File: src/rtl/saa_defs.svh
// Purpose: Offsets, field positions, reset values and timing counts of the supervision alarm aggregator.
// Assumes: Included by its bare name; definitions only.
// Notes: All delays are counted in ticks of one millisecond.
`ifndef SAA_DEFS_SVH
`define SAA_DEFS_SVH

// ****************************************************************************
// Clock and tick
// ****************************************************************************
`define SAA_CLK_MHZ 200
`define SAA_TICK_US 1000
`define SAA_TICK_CYC (`SAA_TICK_US * `SAA_CLK_MHZ)

// ****************************************************************************
// Pick-up and drop-off delays in milliseconds
// ****************************************************************************
`define SAA_TSYNC_PU_MS 17'd60000
`define SAA_TSYNC_DO_MS 17'd0
`define SAA_SUPPLY_PU_MS 17'd10000
`define SAA_SUPPLY_DO_MS 17'd10000
`define SAA_CT_PU_MS 17'd10000
`define SAA_CT_DO_MS 17'd10000
`define SAA_ROV_PU_MS 17'd10000
`define SAA_ROV_DO_MS 17'd1000
`define SAA_UV_PU_MS 17'd10000
`define SAA_UV_DO_MS 17'd1000
`define SAA_VT_PU_MS 17'd1250
`define SAA_VT_DO_MS 17'd10000

// ****************************************************************************
// Register offsets, fields and reset values
// ****************************************************************************
`define SAA_REG_STATUS 8'h00
`define SAA_REG_FAIL_SRC 8'h04
`define SAA_REG_ALM_SRC 8'h08
`define SAA_REG_POS_TIME 8'h0c
`define SAA_REG_FIB_TMO 8'h10
`define SAA_REG_EVENT 8'h14
`define SAA_POS_TIME_RST 32'h03e8_0014
`define SAA_FIB_TMO_RST 16'h000a
`define SAA_RATIO_FRAC 8
`define SAA_ST_FAIL 0
`define SAA_ST_ABN 1
`define SAA_ST_BLOCK 2
`define SAA_ST_HEALTHY 3
`define SAA_ST_ALARM 4
`endif

File: src/rtl/saa_pkg.sv
// Purpose: Types shared by the supervision alarm aggregator.
// Assumes: Constants live in saa_defs.svh.
// Notes: Alarm indices give the bit order of the alarm source word.
package saa_pkg;
  typedef logic [16:0] saa_ms_t;
  typedef enum logic [3:0] {
    SAA_AL_TSYNC = 4'h0,
    SAA_AL_FSYNC = 4'h1,
    SAA_AL_OVR = 4'h2,
    SAA_AL_CRC = 4'h3,
    SAA_AL_SEQ = 4'h4,
    SAA_AL_TMO = 4'h5,
    SAA_AL_QUAL = 4'h6,
    SAA_AL_SUPPLY = 4'h7,
    SAA_AL_ROV = 4'h8,
    SAA_AL_VT = 4'h9,
    SAA_AL_UV = 4'ha,
    SAA_AL_CT = 4'hb,
    SAA_AL_SET = 4'hc
  } saa_alarm_e;
endpackage

File: src/rtl/saa_top.sv
// Purpose: Self-supervision alarm aggregator with lamps, failure contact, blocking and event records.
// Assumes: Fault pins are asynchronous; measurement, settings and fibre inputs share core_clk_in.
// Notes: Registers are reached over AHB-Lite with zero wait states.
`timescale 1ns/1ps
`default_nettype none
`include "saa_defs.svh"
module saa_top #(
  parameter int N_SLOT = 4,
  parameter int N_POS = 4,
  parameter int TICK_CYC = `SAA_TICK_CYC
) (
  input wire logic core_clk_in,
  input wire logic resetn_in,
  input wire logic hsel_in,
  input wire logic [31:0] haddr_in,
  input wire logic [1:0] htrans_in,
  input wire logic hwrite_in,
  input wire logic [2:0] hsize_in,
  input wire logic [31:0] hwdata_in,
  input wire logic hready_in,
  output logic hreadyout_out,
  output logic hresp_out,
  output logic [31:0] hrdata_out,
  input wire logic sample_error_in,
  input wire logic sample_overflow_in,
  input wire logic sample_buffer_error_in,
  input wire logic settings_error_in,
  input wire logic init_error_in,
  input wire logic logic_chip_fail_in,
  input wire logic self_check_error_in,
  input wire logic time_sync_fault_in,
  input wire logic input_supply_fault_in,
  input wire logic ct_fault_in,
  input wire logic vt_fault_in,
  input wire logic [N_SLOT-1:0] bo_hw_error_in,
  input wire logic [N_POS-1:0] pos_no_in,
  input wire logic [N_POS-1:0] pos_nc_in,
  input wire logic [15:0] residual_voltage_in,
  input wire logic [15:0] rov_ratio_in,
  input wire logic [15:0] phase_a_voltage_in,
  input wire logic [15:0] phase_b_voltage_in,
  input wire logic [15:0] phase_c_voltage_in,
  input wire logic [15:0] undervoltage_ratio_in,
  input wire logic [15:0] rated_secondary_voltage_in,
  input wire logic [1:0] measured_side_sel_in,
  input wire logic [1:0] sync_side_sel_in,
  input wire logic fib_frame_valid_in,
  input wire logic fib_crc_ok_in,
  input wire logic [15:0] fib_counter_in,
  input wire logic fib_quality_ok_in,
  input wire logic fib_overrun_in,
  input wire logic fib_sync_lost_in,
  output logic device_block_out,
  output logic [4:0] function_block_out,
  output logic healthy_lamp_out,
  output logic alarm_lamp_out,
  output logic failure_contact_out,
  output logic event_valid_out,
  output logic [7:0] event_code_out,
  output logic event_level_out
);
  localparam int FAIL_W = 7;
  localparam int ALM_W = 13 + N_SLOT + N_POS;
  localparam int EV_W = FAIL_W + ALM_W;
  localparam int DLY_N = 6 + N_POS;
  localparam int PIN_W = FAIL_W + 4 + N_SLOT + 2 * N_POS;

  logic [PIN_W-1:0] pin_meta_q, pin_sync_q;
  logic [FAIL_W-1:0] fail_src_q;
  logic [ALM_W-1:0] alm_src;
  logic fail_q, abn_q;
  logic [31:0] tick_cnt_q;
  logic tick_q;
  logic [DLY_N-1:0] dly_raw, dly_out;
  saa_pkg::saa_ms_t pu_lim [DLY_N];
  saa_pkg::saa_ms_t do_lim [DLY_N];
  logic rov_raw, uv_raw, set_alm_q;
  logic [31:0] rov_lim, uv_lim;
  logic [31:0] pos_time_q;
  logic [15:0] fib_tmo_q, fib_idle_q, fib_last_q;
  logic fib_have_q, fib_crc_q, fib_seq_q, fib_qual_q;
  logic [EV_W-1:0] ev_src, ev_prev_q, ev_pend_q, ev_grant;
  logic [7:0] ev_code;
  logic [31:0] ev_last_q;
  logic ap_valid_q, ap_write_q;
  logic [7:0] ap_addr_q;
  logic [31:0] rd_mux;

  // ****************************************************************************
  // Pin synchroniser
  // ****************************************************************************
  // Two stages on every fault pin; only the second stage feeds logic.
  always_ff @(posedge core_clk_in or negedge resetn_in)
  begin
    if (!resetn_in)
    begin
      pin_meta_q <= '0;
      pin_sync_q <= '0;
    end
    else
    begin
      pin_meta_q <= {pos_nc_in, pos_no_in, bo_hw_error_in, vt_fault_in, ct_fault_in, input_supply_fault_in,
                     time_sync_fault_in, self_check_error_in, logic_chip_fail_in, init_error_in,
                     settings_error_in, sample_buffer_error_in, sample_overflow_in, sample_error_in};
      pin_sync_q <= pin_meta_q;
    end
  end

  // ****************************************************************************
  // Failure class
  // ****************************************************************************
  // sampling path, settings, init, logic chip and self-check failures
  always_ff @(posedge core_clk_in or negedge resetn_in)
  begin
    if (!resetn_in)
      fail_src_q <= '0;
    else
      fail_src_q <= pin_sync_q[FAIL_W-1:0];
  end

  always_ff @(posedge core_clk_in or negedge resetn_in)
  begin
    if (!resetn_in)
    begin
      fail_q <= 1'b0;
      abn_q <= 1'b0;
    end
    else
    begin
      fail_q <= |fail_src_q;
      abn_q <= |alm_src;
    end
  end

  // ****************************************************************************
  // Millisecond tick
  // ****************************************************************************
  // A shared prescaler keeps each delay counter at 17 bits instead of 34.
  always_ff @(posedge core_clk_in or negedge resetn_in)
  begin
    if (!resetn_in)
    begin
      tick_cnt_q <= '0;
      tick_q <= 1'b0;
    end
    else
    begin
      tick_q <= (tick_cnt_q == 32'(TICK_CYC - 1));
      tick_cnt_q <= (tick_cnt_q == 32'(TICK_CYC - 1)) ? '0 : tick_cnt_q + 32'h0000_0001;
    end
  end

  // ****************************************************************************
  // Delayed alarm conditions
  // ****************************************************************************
  // residual voltage above ratio times rated secondary
  // any phase below ratio times rated secondary
  // Products are kept at full 32 bits so a large ratio cannot wrap the threshold.
  always_comb
  begin
    rov_lim = 32'(rov_ratio_in) * 32'(rated_secondary_voltage_in);
    uv_lim = 32'(undervoltage_ratio_in) * 32'(rated_secondary_voltage_in);
    rov_raw = ({8'h00, residual_voltage_in, 8'h00} > rov_lim);
    uv_raw = ({8'h00, phase_a_voltage_in, 8'h00} < uv_lim) ||
             ({8'h00, phase_b_voltage_in, 8'h00} < uv_lim) ||
             ({8'h00, phase_c_voltage_in, 8'h00} < uv_lim);
  end

  // Channel order: time sync, supply, CT, overvoltage, VT, undervoltage, then positions.
  always_comb
  begin
    dly_raw[5:0] = {uv_raw, pin_sync_q[10], rov_raw, pin_sync_q[9], pin_sync_q[8], pin_sync_q[7]};
    pu_lim[0] = `SAA_TSYNC_PU_MS;
    do_lim[0] = `SAA_TSYNC_DO_MS;
    pu_lim[1] = `SAA_SUPPLY_PU_MS;
    do_lim[1] = `SAA_SUPPLY_DO_MS;
    pu_lim[2] = `SAA_CT_PU_MS;
    do_lim[2] = `SAA_CT_DO_MS;
    pu_lim[3] = `SAA_ROV_PU_MS;
    do_lim[3] = `SAA_ROV_DO_MS;
    pu_lim[4] = `SAA_VT_PU_MS;
    do_lim[4] = `SAA_VT_DO_MS;
    pu_lim[5] = `SAA_UV_PU_MS;
    do_lim[5] = `SAA_UV_DO_MS;
    for (int p = 0; p < N_POS; p++)
    begin
      dly_raw[6+p] = (pin_sync_q[FAIL_W+4+N_SLOT+p] == pin_sync_q[FAIL_W+4+N_SLOT+N_POS+p]);
      pu_lim[6+p] = {1'b0, pos_time_q[15:0]} + {1'b0, pos_time_q[31:16]};
      do_lim[6+p] = {1'b0, pos_time_q[31:16]};
    end
  end

  // Each channel counts whole ticks while its input disagrees with its output.
  for (genvar i = 0; i < DLY_N; i++)
  begin : g_dly
    saa_pkg::saa_ms_t cnt_q;
    always_ff @(posedge core_clk_in or negedge resetn_in)
    begin
      if (!resetn_in)
      begin
        cnt_q <= '0;
        dly_out[i] <= 1'b0;
      end
      else if (dly_raw[i] == dly_out[i])
        cnt_q <= '0;
      else if (cnt_q >= (dly_raw[i] ? pu_lim[i] : do_lim[i]))
      begin
        dly_out[i] <= dly_raw[i];
        cnt_q <= '0;
      end
      else if (tick_q)
        cnt_q <= cnt_q + 17'h0_0001;
    end
  end

  always_ff @(posedge core_clk_in or negedge resetn_in)
  begin
    if (!resetn_in)
      set_alm_q <= 1'b0;
    else
      set_alm_q <= (measured_side_sel_in == sync_side_sel_in);
  end

  // ****************************************************************************
  // Fibre sample receiver supervision
  // ****************************************************************************
  // Frame alarms stand until a frame arrives that no longer shows the fault.
  always_ff @(posedge core_clk_in or negedge resetn_in)
  begin
    if (!resetn_in)
    begin
      fib_crc_q <= 1'b0;
      fib_seq_q <= 1'b0;
      fib_qual_q <= 1'b0;
      fib_have_q <= 1'b0;
      fib_last_q <= '0;
    end
    else if (fib_frame_valid_in)
    begin
      fib_crc_q <= !fib_crc_ok_in;
      if (fib_crc_ok_in)
      begin
        fib_seq_q <= fib_have_q && (fib_counter_in != fib_last_q + 16'h0001);
        fib_qual_q <= !fib_quality_ok_in;
        fib_last_q <= fib_counter_in;
        fib_have_q <= 1'b1;
      end
    end
  end

  always_ff @(posedge core_clk_in or negedge resetn_in)
  begin
    if (!resetn_in)
      fib_idle_q <= '0;
    else if (fib_frame_valid_in)
      fib_idle_q <= '0;
    else if (tick_q && fib_idle_q != 16'hffff)
      fib_idle_q <= fib_idle_q + 16'h0001;
  end

  // overrun and sync loss pass straight through
  // one alarm per output board slot
  always_comb
  begin
    alm_src = '0;
    alm_src[saa_pkg::SAA_AL_TSYNC] = dly_out[0];
    alm_src[saa_pkg::SAA_AL_FSYNC] = fib_sync_lost_in;
    alm_src[saa_pkg::SAA_AL_OVR] = fib_overrun_in;
    alm_src[saa_pkg::SAA_AL_CRC] = fib_crc_q;
    alm_src[saa_pkg::SAA_AL_SEQ] = fib_seq_q;
    alm_src[saa_pkg::SAA_AL_TMO] = (fib_idle_q >= fib_tmo_q);
    alm_src[saa_pkg::SAA_AL_QUAL] = fib_qual_q;
    alm_src[saa_pkg::SAA_AL_SUPPLY] = dly_out[1];
    alm_src[saa_pkg::SAA_AL_ROV] = dly_out[3];
    alm_src[saa_pkg::SAA_AL_VT] = dly_out[4];
    alm_src[saa_pkg::SAA_AL_UV] = dly_out[5];
    alm_src[saa_pkg::SAA_AL_CT] = dly_out[2];
    alm_src[saa_pkg::SAA_AL_SET] = set_alm_q;
    alm_src[13 +: N_SLOT] = pin_sync_q[FAIL_W+4 +: N_SLOT];
    alm_src[13+N_SLOT +: N_POS] = dly_out[DLY_N-1:6];
  end

  // ****************************************************************************
  // Lamps, contact and blocking
  // ****************************************************************************
  // failure blocks the device and swaps the lamps
  // alarm alone keeps healthy lamp lit
  assign device_block_out = fail_q;
  assign healthy_lamp_out = !fail_q;
  assign alarm_lamp_out = fail_q || abn_q;
  assign failure_contact_out = fail_q;

  // Groups: voltage, current, sampled values, outputs, position interlock.
  // minor alarms block only their group
  always_ff @(posedge core_clk_in or negedge resetn_in)
  begin
    if (!resetn_in)
      function_block_out <= '0;
    else if (|fail_src_q)
      function_block_out <= 5'h1f;
    else
      function_block_out <= {|dly_out[DLY_N-1:6], |alm_src[13 +: N_SLOT], |alm_src[6:1],
                             dly_out[2], dly_out[3] | dly_out[4] | dly_out[5]};
  end

  // ****************************************************************************
  // Event records
  // ****************************************************************************
  // an edge of a source sets its pending bit, so further edges before it is sent merge into one record; records go out one per cycle
  always_comb
  begin
    ev_src = {alm_src, fail_src_q};
    ev_grant = '0;
    ev_code = '0;
    for (int e = EV_W - 1; e >= 0; e--)
    begin
      if (ev_pend_q[e])
      begin
        ev_grant = '0;
        ev_grant[e] = 1'b1;
        ev_code = 8'(e);
      end
    end
  end

  // A new edge wins over the grant that clears the same bit.
  always_ff @(posedge core_clk_in or negedge resetn_in)
  begin
    if (!resetn_in)
    begin
      ev_prev_q <= '0;
      ev_pend_q <= '0;
      event_valid_out <= 1'b0;
      event_code_out <= '0;
      event_level_out <= 1'b0;
      ev_last_q <= '0;
    end
    else
    begin
      ev_prev_q <= ev_src;
      ev_pend_q <= (ev_pend_q & ~ev_grant) | (ev_src ^ ev_prev_q);
      event_valid_out <= |ev_pend_q;
      event_code_out <= ev_code;
      event_level_out <= |(ev_src & ev_grant);
      if (|ev_pend_q)
        ev_last_q <= {ev_last_q[31:16] + 16'h0001, 7'h00, |(ev_src & ev_grant), ev_code};
    end
  end

  // ****************************************************************************
  // AHB-Lite slave
  // ****************************************************************************
  assign hreadyout_out = 1'b1;
  assign hresp_out = 1'b0;

  // Address phase is captured on any accepted NONSEQ or SEQ transfer.
  always_ff @(posedge core_clk_in or negedge resetn_in)
  begin
    if (!resetn_in)
    begin
      ap_valid_q <= 1'b0;
      ap_write_q <= 1'b0;
      ap_addr_q <= '0;
    end
    else if (hready_in)
    begin
      ap_valid_q <= hsel_in && htrans_in[1];
      ap_write_q <= hwrite_in;
      ap_addr_q <= haddr_in[7:0];
    end
  end

  // Writable timing registers; unmapped writes are dropped.
  always_ff @(posedge core_clk_in or negedge resetn_in)
  begin
    if (!resetn_in)
    begin
      pos_time_q <= `SAA_POS_TIME_RST;
      fib_tmo_q <= `SAA_FIB_TMO_RST;
    end
    else if (ap_valid_q && ap_write_q)
    begin
      if (ap_addr_q == `SAA_REG_POS_TIME)
        pos_time_q <= hwdata_in;
      if (ap_addr_q == `SAA_REG_FIB_TMO)
        fib_tmo_q <= hwdata_in[15:0];
    end
  end

  // Read data is registered at the address phase; unmapped reads give zero.
  always_comb
  begin
    case (haddr_in[7:0])
      `SAA_REG_STATUS: rd_mux = {27'h0, alarm_lamp_out, healthy_lamp_out, device_block_out, abn_q, fail_q};
      `SAA_REG_FAIL_SRC: rd_mux = 32'(fail_src_q);
      `SAA_REG_ALM_SRC: rd_mux = 32'(alm_src);
      `SAA_REG_POS_TIME: rd_mux = pos_time_q;
      `SAA_REG_FIB_TMO: rd_mux = {16'h0000, fib_tmo_q};
      `SAA_REG_EVENT: rd_mux = ev_last_q;
      default: rd_mux = '0;
    endcase
  end

  always_ff @(posedge core_clk_in or negedge resetn_in)
  begin
    if (!resetn_in)
      hrdata_out <= '0;
    else if (hready_in && hsel_in && htrans_in[1] && !hwrite_in)
      hrdata_out <= rd_mux;
  end
endmodule
`default_nettype wire

File: config.mk
export PLATFORM = sky130hd
export DESIGN_NAME = saa_top
export DESIGN_NICKNAME = d
export VERILOG_FILES = /design/src/rtl/saa_pkg.sv /design/src/rtl/saa_top.sv
export VERILOG_INCLUDE_DIRS = /design/src /design/src/rtl
export SDC_FILE = /design/constraint.sdc
export NUM_CORES = 2
export LEC_CHECK = 0
export BUFFER_PORTS_ARGS = -buffer_cell sky130_fd_sc_hd__buf_2
export CAP_MARGIN = 20
export CORE_MARGIN = 2
export CORE_UTILIZATION = 40
export CTS_CLUSTER_SIZE = 25
export DETAILED_ROUTE_END_ITERATION = 10
export RECOVER_POWER = 25
export SKIP_LAST_GASP = 1
export SYNTH_ARGS = -nofsm -noshare
export SYNTH_HDL_FRONTEND = slang
export SYNTH_SLANG_ARGS = --single-unit
File: constraint.sdc
create_clock -name core_clk_in -period 10.8 [get_ports core_clk_in]
set_clock_uncertainty 0.05 [all_clocks]
set_input_delay 2.16 -clock core_clk_in [delete_from_list [all_inputs] [get_ports core_clk_in]]
set_output_delay 2.16 -clock core_clk_in [all_outputs]
set_load 0.02 [all_outputs]
## Word level (Yosys, flattened, before mapping)

Index checks and enable logic that the tools add are counted.

| storage, ports and cells | value |
|---|---|
| word-level logic and storage cells | 266 |
| register bits | 491 |

| operators by class | value |
|---|---|
| multiply operators | 2 |
| magnitude comparators | 15 |
| bitwise gates (word level) | 17 |
| muxes and demuxes | 99 |
| reduce and logical (&&, ||, !) cells | 46 |
| add/subtract/negate cells | 15 |
| eq/ne operators | 25 |

Operators by type and width:

| operator | count |
|---|---|
| 2-to-1 mux 28 bit | 28 |
| 2-to-1 mux 17 bit | 34 |
| case mux 32 bit (6 select lines) | 1 |
| adder 17 x 1 -> 17 bit (second input constant) | 10 |
| 2-to-1 mux 8 bit | 16 |
| less-than comparator 24 x 32 -> 1 bit | 3 |
| >= comparator 17 bit | 4 |
| 2-to-1 mux 5 bit | 13 |
| multiplier 16 x 16 -> 32 bit | 2 |
| bitwise AND 28 bit | 2 |
| OR reduction 28 bit | 2 |
| >= comparator 17 x 14 -> 1 bit | 3 |
| adder 16 x 1 -> 16 bit (second input constant) | 3 |
| 2-to-1 mux 16 bit | 3 |
| 2-to-1 mux 14 bit | 3 |
| >= comparator 17 x 14 -> 1 bit (second input constant) | 2 |
| adder 32 x 1 -> 32 bit (second input constant) | 1 |
| == test 32 x 18 -> 1 bit (second input constant) | 1 |
| greater-than comparator 24 x 32 -> 1 bit | 1 |
| 2-to-1 mux 32 bit | 1 |
| nonzero test 3 bit | 10 |
| inverter 28 bit | 1 |
| bitwise OR 28 bit | 1 |
| XOR 28 bit | 1 |
| other kinds (22) | 73 |

## Logic depth before layout (Yosys ltp)

| depth | value |
|---|---|
| depth in word-level cells | 31 |
| mapped depth | 47 |
| gate-level depth less buffers | 45 |

## Worst setup path after synthesis

No wires, ideal clock.

| timing path | value |
|---|---|
| path type | input-to-reg |
| start | input port rated_secondary_voltage_in[1] |
| end | register dly_out[5] (netlist: alm_src[10]) |
| slack | -0.811 ns |
| cell stages on the path | 36 |
| setup time | 0.144 ns |
| arrival | 11.416 ns |
| data required time | 10.606 ns |
| cells stage by stage | clkbuf_1 nand2_1 fa_1 fa_1 fa_1 inv_1 fa_1 fa_1 inv_1 fa_1 inv_1 ha_1 buf_2 a21oi_1 o21ai_1 a2111oi_2 nor2_1 a21o_1 a21oi_1 xor2_1 ha_1 a21oi_1 o21ai_0 or4_1 a211oi_1 a211oi_1 o2111ai_1 nand3_1 o211ai_1 nor4_4 ha_1 nand4_1 or3_1 o311ai_0 clkbuf_1 a21oi_1 |

| between the ends | value |
|---|---|
| cells in the longest elaborated chain, start to end | 7 |

Ends and longest elaborated chain:

| what | RTL line | RTL |
|---|---|---|
| start, declared | saa_top.sv:44 | `input wire logic [15:0] rated_secondary_voltage_in,` |
| multiplier 16 x 16 -> 32 bit * | saa_top.sv:162 | `uv_lim = 32'(undervoltage_ratio_in) * 32'(rated_secondary_voltage_in);` |
| less-than comparator 24 x 32 -> 1 bit, on equally long branches | saa_top.sv:164, saa_top.sv:165 |  |
| logical OR 1 bit | saa_top.sv:164 | `uv_raw = ({8'h00, phase_a_voltage_in, 8'h00} < uv_lim) \|\|` |
| logical OR 1 bit * | saa_top.sv:165 | `({8'h00, phase_b_voltage_in, 8'h00} < uv_lim) \|\|` |
| 2-to-1 mux 14 bit / == test 1 bit (equally long branches) | saa_top.sv:206, saa_top.sv:204 |  |
| >= comparator 17 x 14 -> 1 bit / inverter 1 bit (equally long branches) | -- |  |
| AND reduction 2 bit (no line) | -- |  |
| end signal, assigned by index | saa_top.sv:208 | `dly_out[i] <= dly_raw[i];` |
| end, declared | saa_top.sv:74 | `logic [DLY_N-1:0] dly_raw, dly_out;` |

Every way passes the cells marked *; elsewhere a longest branch is shown, timed or not.
A chain may end at the register's enable or synchronous reset.

## Worst setup path after layout

| timing path | value |
|---|---|
| start | input port rated_secondary_voltage_in[6] |
| end | register dly_out[3] (netlist: alm_src[8]) |

| between the ends | value |
|---|---|
| cells in the longest elaborated chain, start to end | 5 |

Ends and longest elaborated chain:

| what | RTL line | RTL |
|---|---|---|
| multiplier 16 x 16 -> 32 bit * | saa_top.sv:161 | `rov_lim = 32'(rov_ratio_in) * 32'(rated_secondary_voltage_in);` |
| greater-than comparator 24 x 32 -> 1 bit * | saa_top.sv:163 | `rov_raw = ({8'h00, residual_voltage_in, 8'h00} > rov_lim);` |
| 2-to-1 mux 14 bit / == test 1 bit (equally long branches) | saa_top.sv:206, saa_top.sv:204 |  |
| >= comparator 17 x 14 -> 1 bit / inverter 1 bit (equally long branches) | -- |  |
| AND reduction 2 bit (no line) | -- |  |

Marked as above.

==> impl_metrics.yaml <==
run_status:
  status: "finished with violations"
  violations: "capacitance limit, slew limit"
placed_design:
  place_worst_setup_slack_ns: -0.990
  dp_hpwl_um: 86800
  io_buffers: 253
  routabilityCongestion: 0.860
power:
  cellLeakagePower_nw: 24.8
  power_per_cell_area_nw_per_um2: 384
  irDropWorstVdd_mv: 0.613
  post-layout-total-power_mw: 20.0
floorplanning:
  die_x_um: 334
  initial_utilization_pct: 40.2
  io_pins: 287
  num_rows: 121
  dieArea_sq_um: 112000
  core_region_area_sq_um: 109000
  die_height_um: 334
logic_synthesis:
  mappedNetlistArea_sq_um: 43600
  dominantRegCellSynth: "dfrtp_1"
  synth_simple_gate_area_share_pct: 17.4
  post_syn_instances: 4597
  async_flop_share_pct: 100
  synth-compound-area-share_pct: 8.74
  yosys.area_share.xor_xnor_pct: 6.46
  ys_seq_area_share_pct: 27.8
  synth.area.mux_share_pct: 3.59
  synth.avg_cell_area_sq_um: 9.49
  ys.warnings.count: 0
  synth.lib_cells_used.distinct: 96
  synth_seq_cells: 485
  synth_top_family_by_area: "adder cells"
  adder_and_majority_gate_portion_of_the_synthesized_area_pct: 29.8
  post_synth_edffs: 0
global_route:
  grt_pass1_wl_um: 180000
  antenna_found_initial: 17
  grt_pass1_vias: 34200
  maximum_number_of_pins_on_one_net_before_global_route_repair: 148
  grtUsageTotal_pct: 19.8
  gr_overflow_total: 0
layout:
  layout-drive-gt1-share_pct: 19.7
  final_common_cell: "nand2_1"
  areaGrowthSynthToFinish_pct: 19.3
  mostFrequentLayoutCells: "nand2_1 (526), inv_1 (518), dfrtp_1 (474)"
  fillCellCount: 10200
  final_core_util_pct: 48.0
  final_net_count: 6148
route:
  drt-total-wl_um: 110000
  routedWlPerCell_um: 16.8
  drt_first_iter_violations: 1734
  viasPerCell: 5.10
  detail-route-antenna-nets: 0
  vias: 33600
  drcViolationCount: 0
  drt_first_pass_iters: 5
setup_path:
  regToRegStartpoint: "pos_time_q[16]"
  critical_path.most_common_cell: "fa_1"
  end_kind: "flip-flop"
  worstSetupStartpoint: "rated_secondary_voltage_in[6]"
  critical_path.max_stage_delay_ns: 0.54
  setup.worst_path.class: "input pin to flip-flop"
  critical-path-slowest-cell: "fa_1"
  arrival_time_of_data_at_the_critical_path_endpoint_ns: 11.00
  critical_path.max_fanout: 6
  start_kind: "input pin"
  worst_ep_required_time_ns: 11.27
min_path:
  hold_start: "pin_meta_q[18]"
  min_path_type: "flip-flop to flip-flop"
clocking:
  clk_root_buffer_cell: "clkbuf_16"
  cts_buffers: 52
  cts_num_sinks: 485
  tritoncts: "yes"
  worstSkewPairLatency_ns: 0.64
  cts.hold.buffers_added: 0
  cts_buffer_depth: 3
  path_clk_slew_ns: 0.06
  h_tree_levels: 2
sta:
  hold_viol_final: 0
  unrepaired_setup_endpoints_after_global_routing: "yes"
  worst_slew_margin_rel_pct: -355
  fin_tns_setup_ns: 0
  layout_worst_path_cycle_share_pct: 97.5
  fin_crit_ns: 10.53
  finalSetupViolations: 0
  hold-worst-slack_ns: 0.277
  worstMarginPinSlew_ns: 6.82
  worst_slack_ns: 0.269
  report.final.slew_viol_count: 160
  max_freq_mhz: 95.0
flow_run:
  max_cap_viol_count: 2
sequential cells by signal, indices dropped and copies added, names as in the netlist, 5 cells and up:
signal,count
alm_src,10
fib_last_q,16
ap_addr_q,8
pos_time_q,32
fib_tmo_q,16
hrdata_out,32
tick_cnt_q,32
function_block_out,5
ev_prev_q,28
ev_pend_q,28
fib_idle_q,16
pin_sync_q,23
ev_last_q,22
fail_src_q,7
g_dly.cnt_q,170
event_code_out,5
pin_meta_q,23
final cells by class:
cell class | instances | area [sq um] | area share [%]
Multi-Input combinational cell | 3422 | 29800 | 57.2
Sequential cell | 485 | 12200 | 23.3
Timing Repair Buffer | 612 | 4470 | 8.59
Inverter | 538 | 2020 | 3.88
Tap cell | 1414 | 1770 | 3.40
Clock buffer | 70 | 1460 | 2.80
Clock inverter | 28 | 382 | 0.733
Antenna cell | 16 | 40.0 | 0.0769
report_power, final:
part           leakage [nW]  total [mW]  switching [mW]  internal, mW
Sequential             6.19        1.96          0.0775          1.88
Combinational          17.7        16.2            8.04          8.13
Clock                 0.873        1.89           0.802          1.09
Total                  24.8        20.0            8.92          11.1
worst paths after layout:
kind / depth (start not counted) / to / slack [ns]
worst max-delay path: 42 / alm_src[8] / 0.27
min in group asynchronous: 1 / ap_addr_q[7] / 4.04
worst max register to register: 21 / g_dly[7].cnt_q[11] / 5.12
max in group asynchronous: 1 / g_dly[3].cnt_q[13] / 2.89
worst min-delay path: 0 / pin_sync_q[18] / 0.28
worst min register to register: 0 / pin_sync_q[18] / 0.28
routing by layer:
| metal | part of all wire, % | vias to the layer above | wire (um) | track usage [%] |
|---|---|---|---|---|
| met4 | 2.5 | 2 | 2800 | 5.42 |
| met2 | 48 | 618 | 53400 | 33.1 |
| met1 | 45 | 16600 | 49600 | 27.4 |
| met3 | 4.2 | 168 | 4600 | 1.93 |
| met5 | 0.014 | - | 16 | 0 |
| li1 | - | 16200 | - | - |
synthesized netlist by cell type, drive strengths merged (58+ instances only):
| master | n | share of area (%) |
|---|---|---|
| nand4 | 82 | 1.2 |
| fa | 389 | 18 |
| mux2i | 63 | 1.4 |
| mux2 | 83 | 2.1 |
| inv | 537 | 4.6 |
| and2 | 242 | 3.5 |
| xor2 | 164 | 3.3 |
| ha | 414 | 12 |
| nand2 | 527 | 4.5 |
| o21ai | 121 | 1.4 |
| and3 | 58 | 0.83 |
| nor2 | 338 | 2.9 |
| nand3 | 100 | 1.1 |
| dfrtp | 475 | 27 |
| xnor2 | 156 | 3.1 |
| nor3 | 69 | 1.0 |
| clkbuf | 150 | 1.3 |
| a21oi | 177 | 2.0 |
cell families (layout without fill, tap and decap cells):
family	count (synthesis)	count (layout)
DFF	485	485
adders and majority gates	805	805
muxes	146	146
xor gates and xnor gates	320	320
buffers and inverters	706	1248
other	2	33
and+or+nand+nor	1559	1559
AOI/OAI and AO/OA	574	575
what timing repair did:
item,in CTS,in global routing
gates resized for setup,49,233
pin swaps,25,133
setup endpoints to repair,32,32
buffers inserted,5,29
cloned,1,4
critical path, delay by kind of cell:
family | cells | cell delay (ns)
XOR/XNOR | 1 | 0.09
buffers and inverters | 7 | 0.64
adder cells (fa/ha/maj) | 9 | 3.87
multiplexers | 1 | 0.33
AO/OA/AOI/OAI | 11 | 2.33
AND/OR/NAND/NOR | 13 | 1.54
stage by stage:
step | std cells | cell area, sq um
CTS | 6536 | 50900
floorplan | 4612 | 43800
finish | 6585 | 52100
global route | 6578 | 52100
detailed placement | 6432 | 48700
global placement | 6432 | 48700
Note: power is estimated with default switching activity, not from simulation.
